===== src/pecs_pkg.sv =====
package pecs_pkg;

    // ************************************************************
    // register addresses and widths
    // ************************************************************
    localparam int          REG_AW            = 5;
    localparam int          DATA_W            = 16;
    localparam int          CNT_W             = 8;
    localparam logic [4:0]  ADDR_CTRL         = 5'h00;
    localparam logic [4:0]  ADDR_BYPASS       = 5'h12;
    localparam logic [4:0]  ADDR_RX_ERR_CNT   = 5'h13;
    localparam logic [4:0]  ADDR_FALSE_CAR    = 5'h14;
    localparam logic [4:0]  ADDR_LINK_DISC    = 5'h15;
    localparam logic [4:0]  ADDR_TEN_CTRL     = 5'h16;
    localparam int          SOFT_RESET_BIT    = 15;
    localparam logic [7:0]  CNT_MAX           = 8'hff;

    // ************************************************************
    // bypass register fields
    // ************************************************************
    localparam logic [15:0] BYP_PLAIN_MASK    = 16'hfe04;
    localparam logic [15:0] BYP_STICKY_MASK   = 16'h00fa;
    localparam logic [15:0] BYP_RESET         = 16'h0088;

    // ************************************************************
    // ten base t control and status fields
    // ************************************************************
    localparam logic [15:0] TEN_STICKY_MASK   = 16'hfc01;
    localparam logic [15:0] TEN_SUPER_MASK    = 16'h0200;
    localparam logic [15:0] TEN_RESET         = 16'h3200;
    localparam int          TEN_EOF_BIT       = 8;
    localparam int          TEN_DISC_BIT      = 7;
    localparam int          TEN_LINK_BIT      = 6;
    localparam int          TEN_STICKY_EN_BIT = 9;
    localparam int          TEN_BCAST_BIT     = 0;
    localparam logic [1:0]  SQ_NORMAL         = 2'h0;
    localparam logic [1:0]  SQ_LOW            = 2'h1;
    localparam logic [1:0]  SQ_HIGH           = 2'h2;

    // decoded controls driven to the datapath
    typedef struct packed {
        logic       tx_disable;
        logic       bypass_4b5b;
        logic       bypass_scrambler;
        logic       bypass_descrambler;
        logic       bypass_pcs_rx;
        logic       bypass_pcs_tx;
        logic       bypass_link_fail_inhibit_timer;
        logic       automatic_crossover_forced_off;
        logic       legacy_detect_off;
        logic       pair_swap_off;
        logic       polarity_corr_off;
        logic       parallel_detect_honour;
        logic       pulse_shaping_off;
        logic       next_page_manual;
        logic       force_link_pass;
        logic       jabber_off;
        logic       echo_off;
        logic       sqe_off;
        logic [1:0] squelch_sel;
    } pecs_ctrl_t;

    // one-cycle event strobes and the live ten base link level from the datapath
    typedef struct packed {
        logic rx_error;
        logic false_carrier;
        logic link_disconnect;
        logic eof_error;
        logic ten_disconnect;
        logic ten_link_active;
    } pecs_evt_t;

    // management access, one cycle per request
    typedef struct packed {
        logic              wr;
        logic              rd;
        logic              bcast;
        logic [REG_AW-1:0] addr;
        logic [DATA_W-1:0] wdata;
    } pecs_mgmt_t;

endpackage


===== src/pecs_regs.sv =====
`timescale 1ns/1ps
// Operation
// - bit 15 disables the transmitter
// - bits 14:10 bypass the pcs stages
// - bit 9 bypasses link fail inhibit timer
// - sticky bit 7 disables automatic crossover, default one
// - sticky bits 6:4 disable legacy, swap, polarity
// - sticky bit 3 honours advertised ability, default one
// - bit 2 disables pulse shaping filter
// - sticky bit 1 selects manual next pages
// - counters saturate at 255, clear on read
// - counters at 19, 20 and 21
// - sticky bit 15 forces ten base link pass
// - sticky jabber, echo and sqe disables
// - sticky squelch field selects threshold
// - sticky reset enable keeps sticky bits
// - super sticky bits survive every soft reset
// - eof, disconnect flags and live link status
// - broadcast bit spreads writes to all phys
// - reads are answered whichever phy is addressed, broadcast or not
// - writing register 0 bit 15 soft resets
module pecs_regs #(
    parameter int NUM_PHY = 2,
    parameter int PHY_IDX = 0
) (
    input  wire logic                               clk_sys,
    input  wire logic                               rst_n,
    input  wire pecs_pkg::pecs_mgmt_t               mgmt,
    input  wire pecs_pkg::pecs_evt_t                evt,
    output logic [pecs_pkg::DATA_W-1:0]             rdata,
    output logic                                    rvalid,
    output logic                                    bcast_en,
    output pecs_pkg::pecs_ctrl_t                    ctrl
);

    // ************************************************************
    // reset release
    // ************************************************************
    logic [1:0] rst_pipe_q;
    logic       rst_sync_n;

    always_ff @(posedge clk_sys or negedge rst_n) begin
        if (!rst_n) begin
            rst_pipe_q <= 2'h0;
        end else begin
            rst_pipe_q <= {rst_pipe_q[0], 1'b1};
        end
    end
    assign rst_sync_n = rst_pipe_q[1];

    // ************************************************************
    // state
    // ************************************************************
    typedef struct packed {
        logic [pecs_pkg::DATA_W-1:0] bypass;
        logic [pecs_pkg::DATA_W-1:0] ten;
        logic [pecs_pkg::DATA_W-1:0] rdata;
        logic                        rvalid;
        pecs_pkg::pecs_ctrl_t        ctrl;
    } pecs_state_t;

    pecs_state_t st_q;
    pecs_state_t st_d;

    // a write lands here when it is ours, or any phy's while broadcasting
    logic wr_hit;
    logic rd_hit;
    logic soft_rst;
    logic rd_ten;
    logic [2:0] cnt_clr;
    logic [2:0] cnt_inc;
    logic [pecs_pkg::CNT_W-1:0] cnt_val [3];

    assign wr_hit   = mgmt.wr && (mgmt.bcast || st_q.ten[pecs_pkg::TEN_BCAST_BIT]);
    assign rd_hit   = mgmt.rd;
    assign soft_rst = wr_hit && mgmt.addr == pecs_pkg::ADDR_CTRL
                      && mgmt.wdata[pecs_pkg::SOFT_RESET_BIT];
    assign rd_ten   = rd_hit && mgmt.addr == pecs_pkg::ADDR_TEN_CTRL;
    assign cnt_inc  = {evt.link_disconnect, evt.false_carrier, evt.rx_error};

    // ************************************************************
    // error counters
    // ************************************************************
    genvar gi;
    generate
        for (gi = 0; gi < 3; gi++) begin : g_cnt
            assign cnt_clr[gi] = rd_hit
                && mgmt.addr == pecs_pkg::ADDR_RX_ERR_CNT + 5'(gi);
            pecs_sat_counter #(
                .W (pecs_pkg::CNT_W)
            ) u_cnt (
                .clk_sys    (clk_sys),
                .rst_sync_n (rst_sync_n),
                .clear      (cnt_clr[gi]),
                .inc        (cnt_inc[gi]),
                .count_q    (cnt_val[gi])
            );
        end
    endgenerate

    // ************************************************************
    // next state
    // ************************************************************
    always_comb begin
        logic [pecs_pkg::DATA_W-1:0] keep;
        logic [pecs_pkg::DATA_W-1:0] plain_ten_mask;
        keep           = '0;
        plain_ten_mask = '0;
        st_d           = st_q;
        st_d.rvalid    = 1'b0;

        // read mux: counters use the low byte, upper bits read zero
        if (rd_hit) begin
            st_d.rvalid = 1'b1;
            case (mgmt.addr)
                pecs_pkg::ADDR_BYPASS:     st_d.rdata = st_q.bypass;
                pecs_pkg::ADDR_RX_ERR_CNT: st_d.rdata = {8'h00, cnt_val[0]};
                pecs_pkg::ADDR_FALSE_CAR:  st_d.rdata = {8'h00, cnt_val[1]};
                pecs_pkg::ADDR_LINK_DISC:  st_d.rdata = {8'h00, cnt_val[2]};
                pecs_pkg::ADDR_TEN_CTRL:   st_d.rdata = st_q.ten;
                default:                   st_d.rdata = 16'h0000;
            endcase
        end

        // event flags: read clears, a fresh event wins over the clear
        if (rd_ten) begin
            st_d.ten[pecs_pkg::TEN_EOF_BIT]  = 1'b0;
            st_d.ten[pecs_pkg::TEN_DISC_BIT] = 1'b0;
        end
        if (evt.eof_error) begin
            st_d.ten[pecs_pkg::TEN_EOF_BIT] = 1'b1;
        end
        if (evt.ten_disconnect) begin
            st_d.ten[pecs_pkg::TEN_DISC_BIT] = 1'b1;
        end
        st_d.ten[pecs_pkg::TEN_LINK_BIT] = evt.ten_link_active;

        // host writes only touch writable bits
        if (wr_hit && mgmt.addr == pecs_pkg::ADDR_BYPASS) begin
            st_d.bypass = mgmt.wdata & (pecs_pkg::BYP_PLAIN_MASK | pecs_pkg::BYP_STICKY_MASK);
        end
        if (wr_hit && mgmt.addr == pecs_pkg::ADDR_TEN_CTRL) begin
            plain_ten_mask = pecs_pkg::TEN_STICKY_MASK | pecs_pkg::TEN_SUPER_MASK;
            st_d.ten = (st_d.ten & ~plain_ten_mask) | (mgmt.wdata & plain_ten_mask);
        end

        // soft reset: plain bits default, sticky ones if retention is off
        if (soft_rst) begin
            keep = pecs_pkg::TEN_SUPER_MASK;
            if (st_q.ten[pecs_pkg::TEN_STICKY_EN_BIT]) begin
                keep = keep | pecs_pkg::BYP_STICKY_MASK;
            end
            st_d.bypass = (st_q.bypass & keep & pecs_pkg::BYP_STICKY_MASK)
                        | (pecs_pkg::BYP_RESET & ~(keep & pecs_pkg::BYP_STICKY_MASK));
            if (st_q.ten[pecs_pkg::TEN_STICKY_EN_BIT]) begin
                keep = pecs_pkg::TEN_SUPER_MASK | pecs_pkg::TEN_STICKY_MASK;
            end else begin
                keep = pecs_pkg::TEN_SUPER_MASK;
            end
            st_d.ten = (st_q.ten & keep)
                     | (pecs_pkg::TEN_RESET & (pecs_pkg::TEN_STICKY_MASK | pecs_pkg::TEN_SUPER_MASK) & ~keep)
                     | (st_d.ten & ~(pecs_pkg::TEN_STICKY_MASK | pecs_pkg::TEN_SUPER_MASK));
        end

        // decoded controls, registered so outputs come from flops
        st_d.ctrl.tx_disable                     = st_d.bypass[15];
        st_d.ctrl.bypass_4b5b                    = st_d.bypass[14];
        st_d.ctrl.bypass_scrambler               = st_d.bypass[13];
        st_d.ctrl.bypass_descrambler             = st_d.bypass[12];
        st_d.ctrl.bypass_pcs_rx                  = st_d.bypass[11];
        st_d.ctrl.bypass_pcs_tx                  = st_d.bypass[10];
        st_d.ctrl.bypass_link_fail_inhibit_timer = st_d.bypass[9];
        st_d.ctrl.automatic_crossover_forced_off = st_d.bypass[7];
        st_d.ctrl.legacy_detect_off              = st_d.bypass[6];
        st_d.ctrl.pair_swap_off                  = st_d.bypass[5];
        st_d.ctrl.polarity_corr_off              = st_d.bypass[4];
        st_d.ctrl.parallel_detect_honour         = st_d.bypass[3];
        st_d.ctrl.pulse_shaping_off              = st_d.bypass[2];
        // host then owns the next page sequence and the forced setup
        st_d.ctrl.next_page_manual               = st_d.bypass[1];
        st_d.ctrl.force_link_pass                = st_d.ten[15];
        st_d.ctrl.jabber_off                     = st_d.ten[14];
        st_d.ctrl.echo_off                       = st_d.ten[13];
        st_d.ctrl.sqe_off                        = st_d.ten[12];
        st_d.ctrl.squelch_sel                    = st_d.ten[11:10];
    end

    // ************************************************************
    // registers
    // ************************************************************
    always_ff @(posedge clk_sys or negedge rst_sync_n) begin
        if (!rst_sync_n) begin
            st_q        <= '0;
            st_q.bypass <= pecs_pkg::BYP_RESET;
            st_q.ten    <= pecs_pkg::TEN_RESET;
            st_q.ctrl.automatic_crossover_forced_off <= 1'b1;
            st_q.ctrl.parallel_detect_honour         <= 1'b1;
            st_q.ctrl.echo_off                       <= 1'b1;
            st_q.ctrl.sqe_off                        <= 1'b1;
        end else begin
            st_q <= st_d;
        end
    end

    assign rdata    = st_q.rdata;
    assign rvalid   = st_q.rvalid;
    assign bcast_en = st_q.ten[pecs_pkg::TEN_BCAST_BIT];
    assign ctrl     = st_q.ctrl;

endmodule


===== src/pecs_sat_counter.sv =====
`timescale 1ns/1ps
module pecs_sat_counter #(
    parameter int W = 8
) (
    input  wire logic         clk_sys,
    input  wire logic         rst_sync_n,
    input  wire logic         clear,
    input  wire logic         inc,
    output logic [W-1:0]      count_q
);
    logic [W-1:0] count_d;

    // ************************************************************
    // saturating count, read clears, an event on the read cycle is kept
    // ************************************************************
    always_comb begin
        count_d = clear ? '0 : count_q;
        if (inc && count_d != {W{1'b1}}) begin
            count_d = count_d + 1'b1;
        end
    end

    always_ff @(posedge clk_sys or negedge rst_sync_n) begin
        if (!rst_sync_n) begin
            count_q <= '0;
        end else begin
            count_q <= count_d;
        end
    end
endmodule


===== config.mk =====
export PLATFORM = sky130hd
export DESIGN_NAME = pecs_regs
export DESIGN_NICKNAME = d
export VERILOG_FILES = /design/src/pecs_pkg.sv /design/src/pecs_regs.sv /design/src/pecs_sat_counter.sv
export SDC_FILE = /design/constraint.sdc
export NUM_CORES = 1
export LEC_CHECK = 0
export BUFFER_PORTS_ARGS = -buffer_cell sky130_fd_sc_hd__buf_4
export CORE_MARGIN = 2
export CORE_UTILIZATION = 25
export DETAILED_ROUTE_END_ITERATION = 12
export GPL_TIMING_DRIVEN = 0
export PLACE_DENSITY = 0.49
export SLEW_MARGIN = 10
export SYNTH_ARGS = -nofsm -noshare
export SYNTH_HDL_FRONTEND = slang
export SYNTH_SLANG_ARGS = --single-unit

===== constraint.sdc =====
create_clock -name clk_sys -period 2.36 [get_ports clk_sys]
set_input_delay 0.472 -clock clk_sys [delete_from_list [all_inputs] [get_ports clk_sys]]
set_output_delay 0.472 -clock clk_sys [all_outputs]
set_load 0.02 [all_outputs]

# Yosys cells after proc, flatten, opt, wreduce, memory -nomap -nowiden
# Index checks and enable logic that the tools add are counted.
# Widths: inputs -> output; s select.
[op_classes] n_addsub=3 eq_ne=8 mux=18 bitwise_logic=8 reduce_logical=16
[op_table] cell="$pmux 16 s5" count=1
[op_table] cell="$mux 16" count=4
[op_table] cell="$mux 8" count=8
[op_table] cell="$mux 32" count=1
[op_table] cell="$eq 5x5->1 const B" count=5
[op_table] cell="$add 8x1->8 const B" count=3
[op_table] cell="$ne 8x8->1 const B" count=3
[op_table] cell="$and 16x16->16" count=1
[op_table] cell="$or 16x14->16" count=1
[op_table] cell="$or 16x9->16" count=1
[op_table] cell="$or 9x16->16" count=1
[op_table] cell="$not 14->14" count=1
[op_table] cell="$logic_and 1x1->1" count=12
[op_table] cell="$and 8x8->8" count=1
[op_table] cell="$not 8->8" count=1
[op_table] cell="$or 8x8->8" count=1
[op_table] cell="$logic_not 5->1" count=1
[op_table] cell="$reduce_bool 2->1" count=2
[op_table] cell="$mux 1" count=3
[op_table] cell="$mux 2" count=1
[op_table] cell="$logic_or 1x1->1" count=1
[word_totals] ff_bits=95 inputBits=32 word_cells=82

# Depth between registers and ports, before layout
[depth] depth_word=9 depth_mapped=6 mapped_depth_nobuf=4

# Cells and area by module
# Synthesis repeated with hierarchy kept, for this count alone.
[hier_totals] cells_unflattened=336 hier_area_um2=3503.4
[modules_own_cells] module="pecs_regs" n_inst=1 cells_per_inst=213 area_each_um2=2275.9 seq_area_each_um2=1107.3
[modules_own_cells] module="pecs_sat_counter" n_inst=3 cells_per_inst=41 area_each_um2=409.1 seq_area_each_um2=200.2

# Worst setup path before layout
# No wires, ideal clock.
[synth_timing] path_type="input to register" startpoint="input mgmt[17] in the netlist's numbering" endpoint="register st_q[55] in the netlist's numbering" setup_ns=0.121 t_arrival_ns=1.616 setup_slack_ns=0.623 path_stages=6 path_cell_list="buf_6 -> nor3b_2 -> a21oi_1 -> or4b_1 -> buf_2 -> a22o_1"
[synth_via] elab_chain_len=4 word_cells_on_any_way=7 cone_classes="1 x eq/ne; 2 x mux; 4 x reduce/logical"
[synth_lines] item="start: declaration" line_no="pecs_regs.sv:28" rtl="input wire pecs_pkg::pecs_mgmt_t mgmt,"
[synth_lines] item="$eq 5x5->1 or $logic_not 5->1 (tied branches)" line_no="pecs_regs.sv:139, pecs_regs.sv:76"
[synth_lines] item="$logic_and 1x1->1, on equally long branches" line_no="pecs_regs.sv:139, pecs_regs.sv:76"
[synth_lines] item="$mux 16 or $logic_and 1x1->1 (tied branches)" line_no="pecs_regs.sv:139, pecs_regs.sv:77"
[synth_lines] item="$mux 32 (*)" line_no="pecs_regs.sv:148" rtl="if (soft_rst) begin"
[synth_lines] item="end signal: assignment" line_no="pecs_regs.sv:201" rtl="st_q <= st_d;"
[synth_lines] item="end: declaration" line_no="pecs_regs.sv:62" rtl="pecs_state_t st_q;"
# Every way passes the cells marked *; elsewhere a longest branch is shown, timed or not. The select of a mux whose other input is x is not followed.
# A chain may end at the register's enable or synchronous reset.

==> flow_metrics.tcl <==
set metrics [dict create \
    cap_violations 0 \
    drcViolationCount 0 \
    critPathKind "input pin to flop" \
    insertion_delay_ns 0.33 \
    insertedDiodeCount 0 \
    place.gp.congestion 0.7660 \
    vdd_drop_max_v 0.0003524 \
    synth_edf_count 0 \
    vias 2764 \
    grt_pass1_vias 2734 \
    first_pass_iters 4 \
    post-dp-hpwl_mm 6.818 \
    htree_levels 3 \
    io_buffers 67 \
    relSlewSlack 0.4972 \
    cp_slowest_cell "nor2_1" \
    cts_tree "built" \
    cp-end-kind "flop" \
    synthToLayoutAreaGrowth_pct 30.15 \
    dp_slack_ns 0.05212 \
    setup_ws_ns 0.4312 \
    drt-initial-drc-count 210 \
    synth_top_family_by_area "compound AO/OA/AOI/OAI gates" \
    post-cts-setup-buffers 0 \
    ys_ff_latch 68 \
    drtAntennaViolNets 0 \
    syn_nets 367 \
    min_period_over_period 0.8173 \
    cts_resized 0 \
    synth_ff_type "dfrtp_1" \
    muxShareOfSynthArea 0.04020 \
    core_area_um2 13770 \
    routed_wl_mm 9.096 \
    outcome "finished, final reports clean" \
    slew_violations 0 \
    cts.clk_slew.worst_paths_ns 0.05 \
    synth_compound_area_frac 0.1981 \
    cp_top_family "simple AND/OR/NAND/NOR gates" \
    cts_num_sinks 68 \
    grt-ovfl-total 0 \
    fin_util 0.3294 \
    yosys_warnings 0 \
    fin_hold_ws_ns 0.2490 \
    cts_root_buf "clkbuf_16" \
    cp_max_fo 9 \
    grtUsageTotal 0.1279 \
    skew_ns 0.003377 \
    ys_seq_area_frac 0.4899 \
    hold_viol_final 0 \
    wl_per_cell_um 15.16 \
    regArea_um2 1712 \
    ys_types 52 \
    io_pins 70 \
    post-route-min-period_ns 1.929 \
    grt_antenna_before_repair 0 \
    worst_pin_slew_ns 0.7534 \
    cts_made_buffers 9 \
    max_freq_mhz 518.5 \
    worstSetupStartpointType "input pin" \
    cpPeakStageDelay_ns 0.68 \
    nFillCells 1451 \
    multiInputGateArea_um2 1384 \
    rsz0062_at_grt "no" \
    syn_avg_cell_area_um2 10.41 \
    power_leakage_nw 2.119 \
    crit_arrival_ns 2.20 \
    num_rows 43 \
    layout.nets 447 \
    crit_chain "buf_4, clkbuf_1, o2111ai_1, nor2_1, a211o_1" \
    grt_pass1_wl_mm 14.55 \
    power_density_nw_per_um2 831.3 \
    setup_violations 0 \
    die_h_um 122.1 \
    cts_hold_buffers 1 \
    yosys.area_share.adder 0 \
    die_area_um2 14900 \
    drive_gt1_frac 0.3452 \
    grt_start_max_net_pins 37 \
    syn_area_um2 3486 \
    cp.required_ns 2.63 \
    synth_cells 335 \
    async_flop_share 1.000 \
    synthXorXnorAreaFrac 0.01256 \
    via_per_inst 4.607 \
    clockBufferDepth 2 \
    yosys.area_share.simple 0.1450 \
    path_buf_inv 2 \
    die_x_um 122.1 \
    initial_core_util 0.2531 \
    hp-class "input pin to flop" \
]
cell usage in the layout (no fill, tap or decap), types with 6 or more instances in the layout:
master     synthesis  layout
inv_1             13      13
o2bb2ai_1          6       6
a22o_1            17      17
a21oi_1           14      14
dfrtp_1           63      62
clkbuf_16          0       9
a21boi_0           7       7
nor3_1            10      10
mux2_2             6       6
nor2_1            26      26
nand3_1           11      11
nand2_1           12      12
buf_4             36     103
a31oi_1            9       9
buf_2              9       9
cells in the mapped netlist, types with 2 or more instances:
master     count  area, um2
clkbuf_1       5      18.77
nand2b_1       2      12.51
and2_1         4      25.02
nand2_1       12      45.04
o21ai_0        3      15.01
a211oi_1       4      30.03
a31oi_1        9      56.30
nand3_1       11      55.05
a21o_1         2      15.01
mux2_1         2      22.52
o21a_1         3      22.52
nor2b_1        3      18.77
a21oi_1       14      70.07
o2bb2ai_1      6      52.55
inv_1         13      48.80
buf_2          9      45.04
a21boi_0       7      52.55
and4_1         3      26.28
nor3_1        10      50.05
or4bb_1        2      22.52
and4bb_1       2      25.02
o22a_1         2      17.52
xnor2_1        5      43.79
o21ai_1        2      10.01
a22o_1        17      148.9
buf_4         36      270.3
nor2_1        26      97.59
dfrtp_1       63       1577
o22ai_1        4      25.02
a2bb2oi_1      2      17.52
nand4_1        3      18.77
and3_1         5      31.28
mux2_2         6      67.56
o221ai_1       4      35.03
dfstp_2        5      131.4
mux2i_1        5      50.05
a311oi_1       2      17.52
and3b_1        4      35.03
a22oi_1        5      37.54
final cells by class:
class / count / share of cell area
flip-flops and latches: 68 / 0.3773
clock buffers: 12 / 0.05874
well taps: 180 / 0.04964
clock inverters: 4 / 0.004964
repair buffers: 69 / 0.1175
multi-input cells: 203 / 0.3050
inverters: 13 / 0.01076
plain buffers: 51 / 0.07612
state kept, by name, summed over array words and instances (netlist names):
name	cells
bcast_en	1
ctrl	1
g_cnt.u_cnt.count_q	24
rdata	16
rst_pipe_q	2
rvalid	1
st_q	23
report_power, final:
group | switching [W] | internal [W] | total (W)
clock | 0.000495 | 0.000791 | 0.00129
combinational | 0.000381 | 0.000431 | 0.000812
sequential | 0.000277 | 0.00140 | 0.00167
cells by family after synthesis:
family | count (synthesis)
simple gates | 91
xor+xnor | 5
buf+inv | 64
compound gates | 93
flops | 68
other cells | 1
mux | 13
final timing paths:
path / start / depth (start not counted) / endpoint / slack (ns)
setup / recovery: mgmt[22] / 5 / rdata[9] / 0.43
hold / removal: evt[0] / 1 / st_q[43] / 0.25
setup reg to reg: bcast_en / 4 / st_q[65] / 0.71
hold reg to reg: rst_pipe_q[1] / 0 / st_q[64] / 0.26
max in group asynchronous: rst_pipe_q[1] / 1 / rdata[4] / 1.55
min in group asynchronous: rst_pipe_q[1] / 0 / st_q[64] / 0.26
per-stage QoR:
stage | power (W) | cell area, um2 | instances | TNS, ns
floorplan | 0.002189 | 3486 | 335 | 0
global placement | 0.002483 | 4214 | 582 | -32.70
detailed placement | 0.002503 | 4238 | 583 | 0
CTS | 0.003813 | 4537 | 600 | 0
global route | 0.003992 | 4537 | 600 | 0
finish | 0.003771 | 4537 | 600 | 0
layer usage:
metal | wire length, um | GRT usage | vias up
li1 | - | - | 1361
met1 | 4157 | 0.1688 | 1341
met2 | 4417 | 0.2043 | 49
met3 | 322 | 0.01873 | 13
met4 | 198 | 0.06466 | 0
met5 | 0 | 0 | -
(Power assumes the default switching activity.)
